[src/rtl/hsc_pkg.sv]
// hsc_pkg: constants, state codes and helpers of the hall signal conditioning path
// assumes one 250 MHz clock and signed two's complement samples
package hsc_pkg;
  localparam int unsigned CLK_HZ     = 250_000_000;
  localparam int unsigned CYC_PER_US = CLK_HZ / 1_000_000;
  localparam int unsigned SMP_W      = 12;
  localparam int unsigned WIDE_W     = 24;
  localparam int unsigned CNT_W      = 20;
  localparam int unsigned TMP_W      = 10;
  localparam int unsigned COEF_W     = 8;

  // internal update rates in Hz
  localparam int unsigned UPD_HZ_LO  = 2000;
  localparam int unsigned UPD_HZ_MID = 8000;
  localparam int unsigned UPD_HZ_HI  = 16000;
  localparam int unsigned PER_LO     = CLK_HZ / UPD_HZ_LO;
  localparam int unsigned PER_MID    = CLK_HZ / UPD_HZ_MID;
  localparam int unsigned PER_HI     = CLK_HZ / UPD_HZ_HI;

  // signal path delay in microseconds
  localparam int unsigned DLY_US_LO  = 2800;
  localparam int unsigned DLY_US_MID = 700;
  localparam int unsigned DLY_US_HI  = 350;
  localparam int unsigned DLY_LO     = CYC_PER_US * DLY_US_LO;
  localparam int unsigned DLY_MID    = CYC_PER_US * DLY_US_MID;
  localparam int unsigned DLY_HI     = CYC_PER_US * DLY_US_HI;
  // whole update periods inside the delay, and delay line depth
  localparam int unsigned DLY_TICKS  = 5;
  localparam int unsigned DLY_DEPTH  = 6;

  localparam logic [1:0] BW_LO  = 2'h0;
  localparam logic [1:0] BW_MID = 2'h1;
  localparam logic [1:0] BW_HI  = 2'h2;

  localparam logic signed [TMP_W-1:0] T_REF_C = 10'sh019;
  localparam logic [3:0]  RANGE_RST   = 4'h0;
  localparam logic [4:0]  CENTER_RST  = 5'h10;
  localparam logic [7:0]  CENTER_ZERO = 8'h10;
  localparam logic [11:0] GAIN_RST    = 12'h000;
  localparam logic [11:0] GAIN_FLIP   = 12'h800;
  localparam logic [1:0]  BW_RST      = 2'h0;

  // fixed point shifts of the arithmetic steps
  localparam logic [4:0] K1_SH   = 5'h06;
  localparam logic [4:0] K_SH    = 5'h16;
  localparam logic [4:0] OFS_SH  = 5'h06;
  localparam logic [4:0] GAIN_SH = 5'h0B;
  localparam logic [4:0] NO_SH   = 5'h00;

  typedef enum logic [7:0] {
    ST_IDLE = 8'h01,
    ST_WAIT = 8'h02,
    ST_DT2  = 8'h04,
    ST_K    = 8'h08,
    ST_GAIN = 8'h10,
    ST_OFS  = 8'h20,
    ST_FINE = 8'h40,
    ST_PUSH = 8'h80
  } hsc_state_t;

  // input span in gauss per range code; code 0 is the default span
  function automatic logic [11:0] range_gauss(input logic [3:0] code);
    case (code)
      4'h0:    range_gauss = 12'h1F4;
      4'h1:    range_gauss = 12'h064;
      4'h2:    range_gauss = 12'h096;
      4'h3:    range_gauss = 12'h0C8;
      4'h4:    range_gauss = 12'h0FA;
      4'h5:    range_gauss = 12'h12C;
      4'h6:    range_gauss = 12'h15E;
      4'h7:    range_gauss = 12'h190;
      4'h8:    range_gauss = 12'h258;
      4'h9:    range_gauss = 12'h2EE;
      4'hA:    range_gauss = 12'h3E8;
      4'hB:    range_gauss = 12'h4E2;
      4'hC:    range_gauss = 12'h5DC;
      4'hD:    range_gauss = 12'h6D6;
      4'hE:    range_gauss = 12'h7D0;
      default: range_gauss = 12'h8CA;
    endcase
  endfunction

  // coarse sensitivity in 0.001 %FULL_SCALE_OUTPUT per gauss, the inverse of the span
  function automatic logic [9:0] coarse_sens(input logic [3:0] code);
    case (code)
      4'h0:    coarse_sens = 10'h064;
      4'h1:    coarse_sens = 10'h1F4;
      4'h2:    coarse_sens = 10'h14D;
      4'h3:    coarse_sens = 10'h0FA;
      4'h4:    coarse_sens = 10'h0C8;
      4'h5:    coarse_sens = 10'h0A7;
      4'h6:    coarse_sens = 10'h08F;
      4'h7:    coarse_sens = 10'h07D;
      4'h8:    coarse_sens = 10'h053;
      4'h9:    coarse_sens = 10'h043;
      4'hA:    coarse_sens = 10'h032;
      4'hB:    coarse_sens = 10'h028;
      4'hC:    coarse_sens = 10'h021;
      4'hD:    coarse_sens = 10'h01D;
      4'hE:    coarse_sens = 10'h019;
      default: coarse_sens = 10'h016;
    endcase
  endfunction

  // clip a wide value to the sample word
  function automatic logic signed [SMP_W-1:0] sat_smp(input logic signed [WIDE_W-1:0] v);
    if (v > $signed(24'h0007FF))
      sat_smp = 12'sh7FF;
    else if (v < $signed(24'hFFF800))
      sat_smp = 12'sh800;
    else
      sat_smp = v[SMP_W-1:0];
  endfunction
endpackage

[src/rtl/hsc_mac_if.sv]
// hsc_mac_if: operands and result of the shared multiply-add unit
// driven by the sequencer of the conditioning path
`timescale 1ns/1ns
interface hsc_mac_if;
  import hsc_pkg::*;
  logic signed [WIDE_W-1:0] mul_a;
  logic signed [WIDE_W-1:0] mul_b;
  logic signed [WIDE_W-1:0] addend;
  logic        [4:0]        shift;
  logic signed [WIDE_W-1:0] result;
  modport ctrl (output mul_a, output mul_b, output addend, output shift, input result);
  modport unit (input mul_a, input mul_b, input addend, input shift, output result);
endinterface

[src/rtl/hsc_path.sv]
// hsc_path: update timing, temperature compensation, fine gain and offset
// assumes one clock, samples synchronous to it, parameters loaded from nvm
`timescale 1ns/1ns

module hsc_path #(
  parameter int unsigned PER_LO_CYC  = hsc_pkg::PER_LO,
  parameter int unsigned PER_MID_CYC = hsc_pkg::PER_MID,
  parameter int unsigned PER_HI_CYC  = hsc_pkg::PER_HI,
  parameter int unsigned DLY_LO_CYC  = hsc_pkg::DLY_LO,
  parameter int unsigned DLY_MID_CYC = hsc_pkg::DLY_MID,
  parameter int unsigned DLY_HI_CYC  = hsc_pkg::DLY_HI
) (
  input  wire logic                              clk_i,
  input  wire logic                              rst_n_i,
  input  wire logic                              nvm_load_i,
  input  wire logic [3:0]                        nvm_coarse_range_code_i,
  input  wire logic [4:0]                        nvm_coarse_center_code_i,
  input  wire logic [1:0]                        nvm_bandwidth_code_i,
  input  wire logic signed [hsc_pkg::COEF_W-1:0] nvm_offset_drift_coef_i,
  input  wire logic signed [hsc_pkg::COEF_W-1:0] nvm_gain_drift1_hot_i,
  input  wire logic signed [hsc_pkg::COEF_W-1:0] nvm_gain_drift1_cold_i,
  input  wire logic signed [hsc_pkg::COEF_W-1:0] nvm_gain_drift2_hot_i,
  input  wire logic signed [hsc_pkg::COEF_W-1:0] nvm_gain_drift2_cold_i,
  input  wire logic [hsc_pkg::SMP_W-1:0]         nvm_fine_gain_i,
  input  wire logic signed [hsc_pkg::SMP_W-1:0]  nvm_fine_quiescent_adjust_i,
  input  wire logic signed [hsc_pkg::TMP_W-1:0]  temperature_i,
  input  wire logic signed [hsc_pkg::SMP_W-1:0]  sample_i,
  input  wire logic                              sample_valid_i,
  output logic                                   convert_req_o,
  output logic [3:0]                             coarse_range_o,
  output logic signed [7:0]                      coarse_offset_value_o,
  output logic [11:0]                            full_scale_input_o,
  output logic [9:0]                             sensitivity_out_o,
  output logic signed [hsc_pkg::SMP_W-1:0]       compensated_sample_o,
  output logic signed [hsc_pkg::SMP_W-1:0]       adjusted_sample_o,
  output logic                                   adjusted_valid_o
);
  import hsc_pkg::*;

  localparam logic [CNT_W-1:0] PER_LO_C   = CNT_W'(PER_LO_CYC);
  localparam logic [CNT_W-1:0] PER_MID_C  = CNT_W'(PER_MID_CYC);
  localparam logic [CNT_W-1:0] PER_HI_C   = CNT_W'(PER_HI_CYC);
  // delay left over after the whole periods held in the delay line
  localparam logic [CNT_W-1:0] FRAC_LO_C  = CNT_W'(DLY_LO_CYC - DLY_TICKS * PER_LO_CYC);
  localparam logic [CNT_W-1:0] FRAC_MID_C = CNT_W'(DLY_MID_CYC - DLY_TICKS * PER_MID_CYC);
  localparam logic [CNT_W-1:0] FRAC_HI_C  = CNT_W'(DLY_HI_CYC - DLY_TICKS * PER_HI_CYC);
  localparam logic [2:0]       DEPTH_C    = 3'(DLY_DEPTH);

  function automatic logic [CNT_W-1:0] pick_bw(input logic [1:0]       bw,
                                               input logic [CNT_W-1:0] lo, mid, hi);
    case (bw)
      BW_LO:   pick_bw = lo;
      BW_MID:  pick_bw = mid;
      default: pick_bw = hi;
    endcase
  endfunction

  // parameter shadows
  logic [3:0]               range_code;
  logic [4:0]               center_code;
  logic [1:0]               bw_code;
  logic signed [COEF_W-1:0] ofs_coef;
  logic signed [COEF_W-1:0] tc1_hot;
  logic signed [COEF_W-1:0] tc1_cold;
  logic signed [COEF_W-1:0] tc2_hot;
  logic signed [COEF_W-1:0] tc2_cold;
  logic [SMP_W-1:0]         gain_code;
  logic signed [SMP_W-1:0]  quiescent_adj;

  // update timing
  logic [CNT_W-1:0]         upd_cnt;
  logic [CNT_W-1:0]         rel_cnt;
  logic                     rel_armed;

  // sequencer
  hsc_state_t               state;
  hsc_state_t               next_state;
  logic signed [SMP_W-1:0]  y_in;
  logic signed [TMP_W-1:0]  dt;
  logic signed [SMP_W-1:0]  line [DLY_DEPTH];
  logic [2:0]               fill;

  wire logic                     tick;
  wire logic [CNT_W-1:0]         per_cyc;
  wire logic [CNT_W-1:0]         frac_cyc;
  wire logic                     release_now;
  wire logic                     hot;
  wire logic signed [COEF_W-1:0] tc1_sel;
  wire logic signed [COEF_W-1:0] tc2_sel;
  wire logic signed [TMP_W-1:0]  dt_now;
  wire logic signed [WIDE_W-1:0] k1_term;
  wire logic [SMP_W-1:0]         gain_mult;
  wire logic signed [SMP_W-1:0]  comp_now;
  wire logic signed [SMP_W-1:0]  adj_now;
  wire logic signed [SMP_W-1:0]  adj_res;
  wire logic [7:0]               center_frac;
  wire logic [21:0]              sens_prod;

  hsc_mac_if mac_bus ();

  hsc_sat_mac u_mac (
    .clk_i   (clk_i),
    .rst_n_i (rst_n_i),
    .mac     (mac_bus.unit)
  );

  always_ff @(posedge clk_i)
  begin
    if (!rst_n_i)
    begin
      range_code    <= RANGE_RST;
      center_code   <= CENTER_RST;
      bw_code       <= BW_RST;
      ofs_coef      <= '0;
      tc1_hot       <= '0;
      tc1_cold      <= '0;
      tc2_hot       <= '0;
      tc2_cold      <= '0;
      gain_code     <= GAIN_RST;
      quiescent_adj <= '0;
    end
    else if (nvm_load_i)
    begin
      range_code    <= nvm_coarse_range_code_i;
      center_code   <= nvm_coarse_center_code_i;
      bw_code       <= nvm_bandwidth_code_i;
      ofs_coef      <= nvm_offset_drift_coef_i;
      tc1_hot       <= nvm_gain_drift1_hot_i;
      tc1_cold      <= nvm_gain_drift1_cold_i;
      tc2_hot       <= nvm_gain_drift2_hot_i;
      tc2_cold      <= nvm_gain_drift2_cold_i;
      gain_code     <= nvm_fine_gain_i;
      quiescent_adj <= nvm_fine_quiescent_adjust_i;
    end
  end

  assign per_cyc  = pick_bw(bw_code, PER_LO_C, PER_MID_C, PER_HI_C);
  assign frac_cyc = pick_bw(bw_code, FRAC_LO_C, FRAC_MID_C, FRAC_HI_C);
  assign tick     = (upd_cnt == '0);

  always_ff @(posedge clk_i)
  begin
    if (!rst_n_i)
      upd_cnt <= '0;
    else if (tick)
      upd_cnt <= per_cyc - CNT_W'(1);
    else
      upd_cnt <= upd_cnt - CNT_W'(1);
  end

  assign release_now = rel_armed && (rel_cnt == '0);

  always_ff @(posedge clk_i)
  begin
    if (!rst_n_i)
    begin
      rel_cnt   <= '0;
      rel_armed <= 1'b0;
    end
    else if (tick)
    begin
      rel_cnt   <= frac_cyc - CNT_W'(1);
      rel_armed <= 1'b1;
    end
    else if (release_now)
      rel_armed <= 1'b0;
    else if (rel_armed)
      rel_cnt <= rel_cnt - CNT_W'(1);
  end

  assign dt_now  = temperature_i - T_REF_C;
  assign hot     = (dt > $signed(10'sh000));
  assign tc1_sel = hot ? tc1_hot : tc1_cold;
  assign tc2_sel = hot ? tc2_hot : tc2_cold;
  // each order is its own term, zero turns it off
  assign k1_term = WIDE_W'(tc1_sel) * WIDE_W'(dt) <<< K1_SH;
  // code offset by half scale: 0 -> 2048/2048, 2048 -> 0
  assign gain_mult = gain_code ^ GAIN_FLIP;
  assign comp_now  = sat_smp(mac_bus.result);
  assign adj_res   = sat_smp(mac_bus.result);
  // lowest bit dropped at highest bandwidth
  assign adj_now   = (bw_code >= BW_HI) ? (adj_res & 12'shFFE) : adj_res;

  // operand selection per step; every step after ST_DT2 reads the previous result
  always_comb
  begin
    mac_bus.mul_a  = '0;
    mac_bus.mul_b  = '0;
    mac_bus.addend = '0;
    mac_bus.shift  = NO_SH;
    case (state)
      ST_DT2:
      begin
        mac_bus.mul_a = WIDE_W'(dt);
        mac_bus.mul_b = WIDE_W'(dt);
      end
      ST_K:
      begin
        mac_bus.mul_a  = WIDE_W'(tc2_sel);
        mac_bus.mul_b  = mac_bus.result;
        mac_bus.addend = k1_term;
      end
      ST_GAIN:
      begin
        // y plus y times gain factor
        mac_bus.mul_a  = WIDE_W'(y_in);
        mac_bus.mul_b  = mac_bus.result;
        mac_bus.addend = WIDE_W'(y_in);
        mac_bus.shift  = K_SH;
      end
      ST_OFS:
      begin
        // drift code counts in span-scaled steps
        mac_bus.mul_a  = WIDE_W'(ofs_coef);
        mac_bus.mul_b  = WIDE_W'(dt);
        mac_bus.addend = mac_bus.result;
        mac_bus.shift  = OFS_SH;
      end
      ST_FINE:
      begin
        // fine gain times compensated plus fine offset
        mac_bus.mul_a  = WIDE_W'(comp_now);
        mac_bus.mul_b  = WIDE_W'({1'b0, gain_mult});
        // fine offset up to half scale
        mac_bus.addend = WIDE_W'(quiescent_adj);
        mac_bus.shift  = GAIN_SH;
      end
      default: mac_bus.shift = NO_SH;
    endcase
  end

  always_comb
  begin
    next_state = state;
    case (state)
      ST_IDLE: if (tick) next_state = ST_WAIT;
      ST_WAIT: if (sample_valid_i) next_state = ST_DT2;
      ST_DT2:  next_state = ST_K;
      ST_K:    next_state = ST_GAIN;
      ST_GAIN: next_state = ST_OFS;
      ST_OFS:  next_state = ST_FINE;
      ST_FINE: next_state = ST_PUSH;
      ST_PUSH: next_state = ST_IDLE;
      default: next_state = ST_IDLE;
    endcase
  end

  always_ff @(posedge clk_i)
  begin
    if (!rst_n_i)
      state <= ST_IDLE;
    else
      state <= next_state;
  end

  // capture 12-bit sample with its temperature
  always_ff @(posedge clk_i)
  begin
    if (!rst_n_i)
    begin
      y_in <= '0;
      dt   <= '0;
    end
    else if ((state == ST_WAIT) && sample_valid_i)
    begin
      y_in <= sample_i;
      dt   <= dt_now;
    end
  end

  always_ff @(posedge clk_i)
  begin
    if (!rst_n_i)
    begin
      fill <= '0;
      for (int i = 0; i < DLY_DEPTH; i++)
        line[i] <= '0;
    end
    else if (state == ST_PUSH)
    begin
      line[0] <= adj_now;
      for (int i = 1; i < DLY_DEPTH; i++)
        line[i] <= line[i-1];
      if (fill != DEPTH_C)
        fill <= fill + 3'h1;
    end
  end

  // centre code to signed 1/64 of input span
  assign center_frac = (8'(center_code) - CENTER_ZERO) << 2;
  assign sens_prod   = 22'(gain_mult) * 22'(coarse_sens(range_code));

  always_ff @(posedge clk_i)
  begin
    if (!rst_n_i)
    begin
      convert_req_o         <= 1'b0;
      coarse_range_o        <= RANGE_RST;
      coarse_offset_value_o <= '0;
      full_scale_input_o    <= '0;
      sensitivity_out_o     <= '0;
      compensated_sample_o  <= '0;
      adjusted_sample_o     <= '0;
      adjusted_valid_o      <= 1'b0;
    end
    else
    begin
      convert_req_o         <= tick;
      coarse_range_o        <= range_code;
      coarse_offset_value_o <= $signed(center_frac);
      full_scale_input_o    <= range_gauss(range_code);
      // range code zero with gain code zero gives 100 thousandths %/G
      sensitivity_out_o     <= sens_prod[20:11];
      if (state == ST_FINE)
        compensated_sample_o <= comp_now;
      // emit sample pushed five ticks ago
      adjusted_valid_o      <= release_now && (fill == DEPTH_C);
      if (release_now && (fill == DEPTH_C))
        adjusted_sample_o <= line[DLY_DEPTH-1];
    end
  end
endmodule // hsc_path

[src/rtl/hsc_sat_mac.sv]
// hsc_sat_mac: registered (a*b >>> shift) + addend, clipped to the wide word
// one cycle from operands to result; operands come over hsc_mac_if
`timescale 1ns/1ns
module hsc_sat_mac (
  input  wire logic clk_i,
  input  wire logic rst_n_i,
  hsc_mac_if.unit   mac
);
  import hsc_pkg::*;

  localparam int unsigned PW = 2 * WIDE_W;
  localparam logic signed [PW-1:0] MAX_V = {{(WIDE_W+1){1'b0}}, {(WIDE_W-1){1'b1}}};
  localparam logic signed [PW-1:0] MIN_V = ~MAX_V;

  wire logic signed [PW-1:0]     prod;
  wire logic signed [PW-1:0]     sum;
  wire logic signed [WIDE_W-1:0] clipped;

  assign prod    = PW'(mac.mul_a) * PW'(mac.mul_b);
  assign sum     = (prod >>> mac.shift) + PW'(mac.addend);
  // clip instead of wrap so an overdriven field pins at full scale
  assign clipped = (sum > MAX_V) ? MAX_V[WIDE_W-1:0] :
                   (sum < MIN_V) ? MIN_V[WIDE_W-1:0] : sum[WIDE_W-1:0];

  always_ff @(posedge clk_i)
  begin
    if (!rst_n_i)
      mac.result <= '0;
    else
      mac.result <= clipped;
  end
endmodule // hsc_sat_mac

[config.mk]
export PLATFORM = sky130hd
export DESIGN_NAME = hsc_path
export DESIGN_NICKNAME = d
export VERILOG_FILES = /design/src/rtl/hsc_pkg.sv /design/src/rtl/hsc_mac_if.sv /design/src/rtl/hsc_path.sv /design/src/rtl/hsc_sat_mac.sv
export SDC_FILE = /design/constraint.sdc
export NUM_CORES = 2
export LEC_CHECK = 0
export BUFFER_PORTS_ARGS = -buffer_cell sky130_fd_sc_hd__buf_2
export CORE_ASPECT_RATIO = 1.75
export CORE_UTILIZATION = 37
export CTS_BUF_LIST = sky130_fd_sc_hd__clkbuf_4 sky130_fd_sc_hd__clkbuf_8
export DETAILED_ROUTE_END_ITERATION = 16
export PLACE_DENSITY = 0.53
export RECOVER_POWER = 25
export SYNTH_ARGS = -nofsm -noshare
export SYNTH_HDL_FRONTEND = slang
export SYNTH_SLANG_ARGS = --single-unit
[constraint.sdc]
create_clock -name clk_i -period 22.8 [get_ports clk_i]
set_input_delay 1.14 -clock clk_i [delete_from_list [all_inputs] [get_ports clk_i]]
set_output_delay 1.14 -clock clk_i [all_outputs]
set_load 0.005 [all_outputs]
# Yosys cells after proc, flatten, opt, wreduce, memory -nomap -nowiden
# Memory sizes are Yosys's and may differ from the RTL's. A register that Yosys moved wholly into a read port is not among the register bits.
# Index checks and enable logic that the tools add are counted.
[classes] n_eq_ne=14 shift=1 order_cmp=6 n_reduce_logical=16 muxes=34 n_bitwise=8 add_sub_neg=8 mul=3
[ops] operator="24-bit one-hot mux with 5 select lines" count=1
[ops] operator="12-bit two-way mux" count=8
[ops] operator="24-bit one-hot mux with 4 select lines" count=1
[ops] operator="20-bit two-way mux" count=4
[ops] operator="20-bit by 1-bit subtractor with 20-bit output, second input constant" count=4
[ops] operator="24-bit one-hot mux with 3 select lines" count=1
[ops] operator="17-bit one-hot mux with 2 select lines" count=2
[ops] operator="8-bit one-hot mux with 7 select lines" count=1
[ops] operator="48-bit by 24-bit adder with 48-bit output" count=1
[ops] operator="48-bit by 24-bit > comparator with 1-bit output, second input constant" count=1
[ops] operator="48-bit by 24-bit less-than comparator with 1-bit output, second input constant" count=1
[ops] operator="24-bit by 24-bit multiplier with 48-bit output" count=1
[ops] operator="48-bit by 5-bit >>> shifter with 48-bit output" count=1
[ops] operator="20-bit zero test" count=2
[ops] operator="8-bit two-way mux" count=4
[ops] operator="24-bit by 12-bit > comparator with 1-bit output, second input constant" count=1
[ops] operator="24-bit by 12-bit less-than comparator with 1-bit output, second input constant" count=1
[ops] operator="24-bit two-way mux" count=1
[ops] operator="23-bit two-way mux" count=1
[ops] operator="12-bit by 10-bit multiplier with 21-bit output" count=1
[ops] operator="8-bit by 10-bit multiplier with 18-bit output" count=1
[ops] operator="5-bit one-hot mux with 3 select lines" count=1
[ops] operator="10-bit by 1-bit > comparator with 1-bit output, second input constant" count=1
[ops] operator="10-bit by 6-bit subtractor with 10-bit output, second input constant" count=1
[ops] operator="other kinds (25)" count=48
[word_totals] mem_bits_ro=320 register_bits=221 output_inout_bits=60 inputBits=101 ram_bits=72 memories=3 word_cells=120
[memory_table] memory="(name not given)" depth=16 width=11 read_ports=1 rd_clocked_by_memory_dff=1 wr=0 line_no="hsc_pkg.sv:63" text="case (code)"
[memory_table] memory="(name not given)" depth=16 width=9 read_ports=1 rd_clocked_by_memory_dff=1 wr=0 line_no="hsc_pkg.sv:85" text="case (code)"
[memory_table] memory="line" depth=6 width=12 read_ports=6 rd_clocked_by_memory_dff=1 wr=6 line_no="hsc_path.sv:80" text="logic signed [SMP_W-1:0] line [DLY_DEPTH];"

# Longest topological paths before layout
[logic_depth] depth_word=10 mapped_depth=54 ltp_nobuf=49

# Hierarchy
# A second synthesis with hierarchy kept.
[hier_totals] cells_unflattened=5330 hier_area_um2=47240.3
[by_module_without_submodules] mod="hsc_sat_mac" seq_area_each_um2=480.5 area_each_um2=28670.0 cells_per_inst=3340 n_inst=1
[by_module_without_submodules] mod="hsc_path" seq_area_each_um2=6446.2 area_each_um2=18570.3 cells_per_inst=1990 n_inst=1

# Least setup slack after synthesis
# OpenSTA, ideal clock, no wires.
[synth_path] path_kind="reg2reg" startpoint="register state[0]" endpoint="register u_mac.mac.result[10]" path_buffers=7 path_stages_with_launch=48 setup_ns=0.125 setup_slack_ns=10.601 t_arrival_ns=12.075 required_ns=22.675 synth_period_minus_slack_ns=12.199 cell_sequence="dfxtp_1 clkbuf_1 nor3_1 nand2_1 nor3b_1 clkbuf_1 nand2_1 o21ai_1 a21o_1 a221o_1 clkbuf_1 nand2_1 fa_1 inv_1 fa_1 inv_1 fa_1 inv_1 [... 12 more ...] o21ai_1 a31o_1 buf_2 nand2_1 clkbuf_1 o21ai_0 ha_1 and2_4 and3_4 a221o_1 a221o_1 a2111oi_2 and4b_4 nor4_2 nand4_1 o311ai_4 buf_6 o211ai_2"
[synth_via] elab_chain_cells=9 word_cells_on_any_way=18 classes_between="add/sub: 1; mul: 1; order compare: 2; eq/ne: 5; shift: 1; mux: 6; reduce/logical: 2"
[synth_rtl] item="start, declared" line_no="hsc_path.sv:76" text="hsc_state_t state;"
[synth_rtl] item="start signal, assigned" line_no="hsc_path.sv:253" text="state <= next_state;"
[synth_rtl] item="8-bit by 6-bit == test with 1-bit output, or another cell as far along" line_no="hsc_path.sv:191" text="case (state)"
[synth_rtl] item="2-bit OR reduction (no line)"
[synth_rtl] item="24-bit one-hot mux with 3 select lines" line_no="hsc_path.sv:191"
[synth_rtl] item="24-bit by 24-bit multiplier with 48-bit output" line_no="hsc_sat_mac.sv:19" text="assign prod = PW'(mac.mul_a) * PW'(mac.mul_b);"
[synth_rtl] item="48-bit by 5-bit >>> shifter with 48-bit output" line_no="hsc_sat_mac.sv:20" text="assign sum = (prod >>> mac.shift) + PW'(mac.addend);"
[synth_rtl] item="48-bit by 24-bit adder with 48-bit output (*)" line_no="hsc_sat_mac.sv:20"
[synth_rtl] item="48-bit by 24-bit less-than comparator with 1-bit output" line_no="hsc_sat_mac.sv:23" text="(sum < MIN_V) ? MIN_V[WIDE_W-1:0] : sum[WIDE_W-1:0];"
[synth_rtl] item="24-bit two-way mux" line_no="hsc_sat_mac.sv:23"
[synth_rtl] item="23-bit two-way mux (*)" line_no="hsc_sat_mac.sv:22" text="assign clipped = (sum > MAX_V) ? MAX_V[WIDE_W-1:0] :"
[synth_rtl] item="end signal, assigned" line_no="hsc_sat_mac.sv:30" text="mac.result <= clipped;"
[synth_rtl] item="end, declared" line_no="hsc_mac_if.sv:12" text="modport unit (input mul_a, input mul_b, input addend, input shift, output result);"
# Every way passes the cells marked *; elsewhere a longest branch is shown, timed or not.
# A chain may end at the register's enable or synchronous reset.

# Worst setup path after layout
[layout_path] startpoint="register state[7]" endpoint="register u_mac.mac.result[1]"
# Same word-level chain as after synthesis.

==> metrics.md <==
| Metric | Value |
|---|---|
| Root Driver | `clkbuf_8` |
| Pleak | `0.0186 uW` |
| Predominant post-synthesis flop cell | `dfxtp_1` |
| Die area | `0.102 sq mm` |
| Netlist Area Pre-Place | `0.0372 sq mm` |
| VDD IR max | `0.0479 mV` |
| Seq/Total Area, Yosys | `0.186` |
| Placer Congestion | `0.959` |
| Most common cell after layout, fill and taps aside | `inv_1` |
| Unique masters post-synth | `97` |
| Chip height | `421 um` |
| DR vias | `30300` |
| Fin cells | `5671` |
| Slew Viols, Final | `218` |
| Fin Hold WS | `413 ps` |
| Most frequent cells in the layout | `603 x inv_1, 501 x fa_1, 467 x nand2_1, 430 x nor2_1, 274 x ha_1` |
| Area taken by flip-flops and latches | `0.00693 sq mm` |
| Layout cells sized above 1 | `0.0774` |
| CTS Hold Bufs | `0` |
| Final period util | `0.664` |
| ANT nets after route | `0` |
| PortBufs | `157` |
| Worst hold path type | `register to register` |
| Synthesized flop and latch total | `310` |
| Worst skew pair latency | `640 ps` |
| Hold Vio Cnt, Final | `0` |
| Total power | `1580 uW` |
| Drt initial violations | `1732` |
| Post-synth EDFFs | `72` |
| Slew margin rel. | `-0.964` |
| Crit path max-delay family | `simple AND/OR/NAND/NOR gates` |
| Final setup vio count | `0` |
| H-Tree Level Count | `2` |
| Worst-margin pin slew | `2950 ps` |
| Nets | `5193` |
| CTS Buf Count | `46` |
| GRT overflow | `0` |
| Adder-Cell Fraction of Synth Area | `0.362` |
| Global-route wire length before repair | `191 mm` |
| Cell mode on critical path | `fa_1` |
| Post-Syn Area per Cell | `8.68 sq um` |
| Routed len/inst | `21.9 um` |
| Final min period | `15130 ps` |
| Status | `finished with violations` |
| Final wirelength | `124 mm` |
| Placed cells | `5586` |
| Setup TNS Final | `0 ps` |
| Initial antenna violation count | `1` |
| Worst-path clk slew | `80 ps` |
| Sink Count | `310` |
| Share of the synthesized area in the top cell type | `0.270` |
| Max Clk Rate | `66.1 MHz` |
| Die W | `242 um` |
| Worst-path cell with the longest stage delay | `fa_1` |
| Synth-to-layout area growth | `8.10%` |
| Via/cell ratio | `5.34` |
| Largest family of logic cells by synthesized area | `adder cells` |
| RSZ-0062 raised after global routing | `false` |
| Total GRT Usage | `0.246` |
| Critical path launch point type | `register` |
| Core box area | `0.0994 sq mm` |
| Violated checks | `capacitance limit, slew limit` |
| Vias in the first global route | `31800` |
| Post-CTS Setup Repair Bufs | `0` |
| Worst path required time | `23320 ps` |
| # IOs | `161` |
| Leading area contributor after synthesis | `fa_1` |
| Initial Util | `0.374` |
| Bufs on Longest Clock Path | `3` |
| Initial DRT Pass Iterations | `8` |
| Power per cell area | `39.3 mW/mm^2` |
| FFs w/ async S/R, synth | `0` |
| Setup Skew | `41.5 ps` |
| Yosys warns | `0` |
| Mux share of post-synthesis cell area | `0.0313` |
| Dpl hpwl | `101 mm` |
| CTS tree | `built` |
| # DRC | `0` |
| Crit Path Max Fanout | `32` |
| Xor/xnor share of the synthesized area | `0.0287` |
| Multi-input logic area | `0.0272 sq mm` |
| Simple-Gate Fraction of Synth Area | `0.178` |
| Max-cap viol count | `4` |
| Worst path max stage delay | `960 ps` |
| Synth Instances | `4282` |
| Post-synthesis compound-gate area fraction | `0.128` |
| Largest net degree at the start of global routing | `79` |
| Worst path bufs/invs | `5` |
| Synth top area cells | `fa_1 27%, dfxtp_1 13%, ha_1 9.2%, inv_1 6.1%, edfxtp_1 5.8%` |
| Row Count | `153` |
| Kind of end point of the critical path | `register` |
| Post-CTS sizing | `0` |
| WS Path Type | `register to register` |
| CP arrival | `15660 ps` |
| Fillers | `10100` |
-- cells by family (layout without fill, tap and decap cells) --
logic type,Yosys count,in the layout
AO/OA/AOI/OAI,715,715
XOR/XNOR,120,120
adder cells (fa/ha/maj),775,775
buffers and inverters,823,892
flip-flops,310,310
multiplexers,114,114
other,1,4
AND/OR/NAND/NOR,1424,1424
-- cell type report --
class / count / area share
diodes: 1 / 0.0000623
clock buffers: 60 / 0.0190
clock inverters: 24 / 0.00745
multi-input cells: 3151 / 0.676
repair buffers: 204 / 0.0271
inverters: 604 / 0.0565
well taps: 1317 / 0.0410
flip-flops and latches: 310 / 0.172
-- per-stage QoR --
step                area, sq um  worst slack [ps]   util
floorplan                 37200             10600      -
global placement          39200              7960  0.394
detailed placement        39200              7850  0.394
CTS                       40200              7770  0.405
global route              40200              6760  0.404
finish                    40200              7670  0.404
-- registers in the layout, indices dropped and copies added (netlist names), 8 cells and up, named ones only --
| register | cells |
|---|---|
| y_in | 12 |
| ofs_coef | 8 |
| compensated_sample_o | 12 |
| state | 8 |
| tc1_cold | 8 |
| upd_cnt | 20 |
| tc2_hot | 8 |
| sensitivity_out_o | 10 |
| quiescent_adj | 12 |
| u_mac.mac.result | 24 |
| adjusted_sample_o | 12 |
| tc2_cold | 8 |
| gain_code | 12 |
| tc1_hot | 8 |
| line | 72 |
| rel_cnt | 20 |
| dt | 10 |
| full_scale_input_o | 11 |
-- path summary, 6_finish.rpt --
| path | depth (start not counted) | startpoint | slack (ps) | to |
|---|---|---|---|---|
| max | 41 | state[7] | 7670 | u_mac.mac.result[1] |
| min | 1 | center_code[4] | 410 | coarse_offset_value_o[6] |
| max reg2reg | 41 | state[7] | 7670 | u_mac.mac.result[1] |
| min reg2reg | 1 | center_code[4] | 410 | coarse_offset_value_o[6] |
-- routing by layer --
layer | vias to the layer above | GRT usage | routed length, um
li1 | 14100 | - | -
met1 | 14900 | 0.251 | 43000
met2 | 945 | 0.463 | 66400
met3 | 357 | 0.0239 | 5280
met4 | 0 | 0.174 | 9800
met5 | - | 0 | 0
-- power breakdown --
group	switching, uW	leakage (uW)	internal (uW)
Combinational	235	0.0154	155
Clock	244	0.000553	291
Sequential	46.2	0.00268	609
Total	525	0.0186	1060
-- synth_stat cells (all sizes together), types with 42 or more instances --
cell / instances
edfxtp: 72
inv: 603
fa: 501
clkbuf: 186
and3: 77
nor2: 433
o21ai: 136
nor3: 62
xnor2: 79
a21oi: 218
mux2i: 105
nand2: 468
and2: 96
ha: 274
a21o: 65
nand3: 72
nor2b: 60
dfxtp: 238
o211ai: 42
No activity file was read; power rests on OpenSTA's default activity.
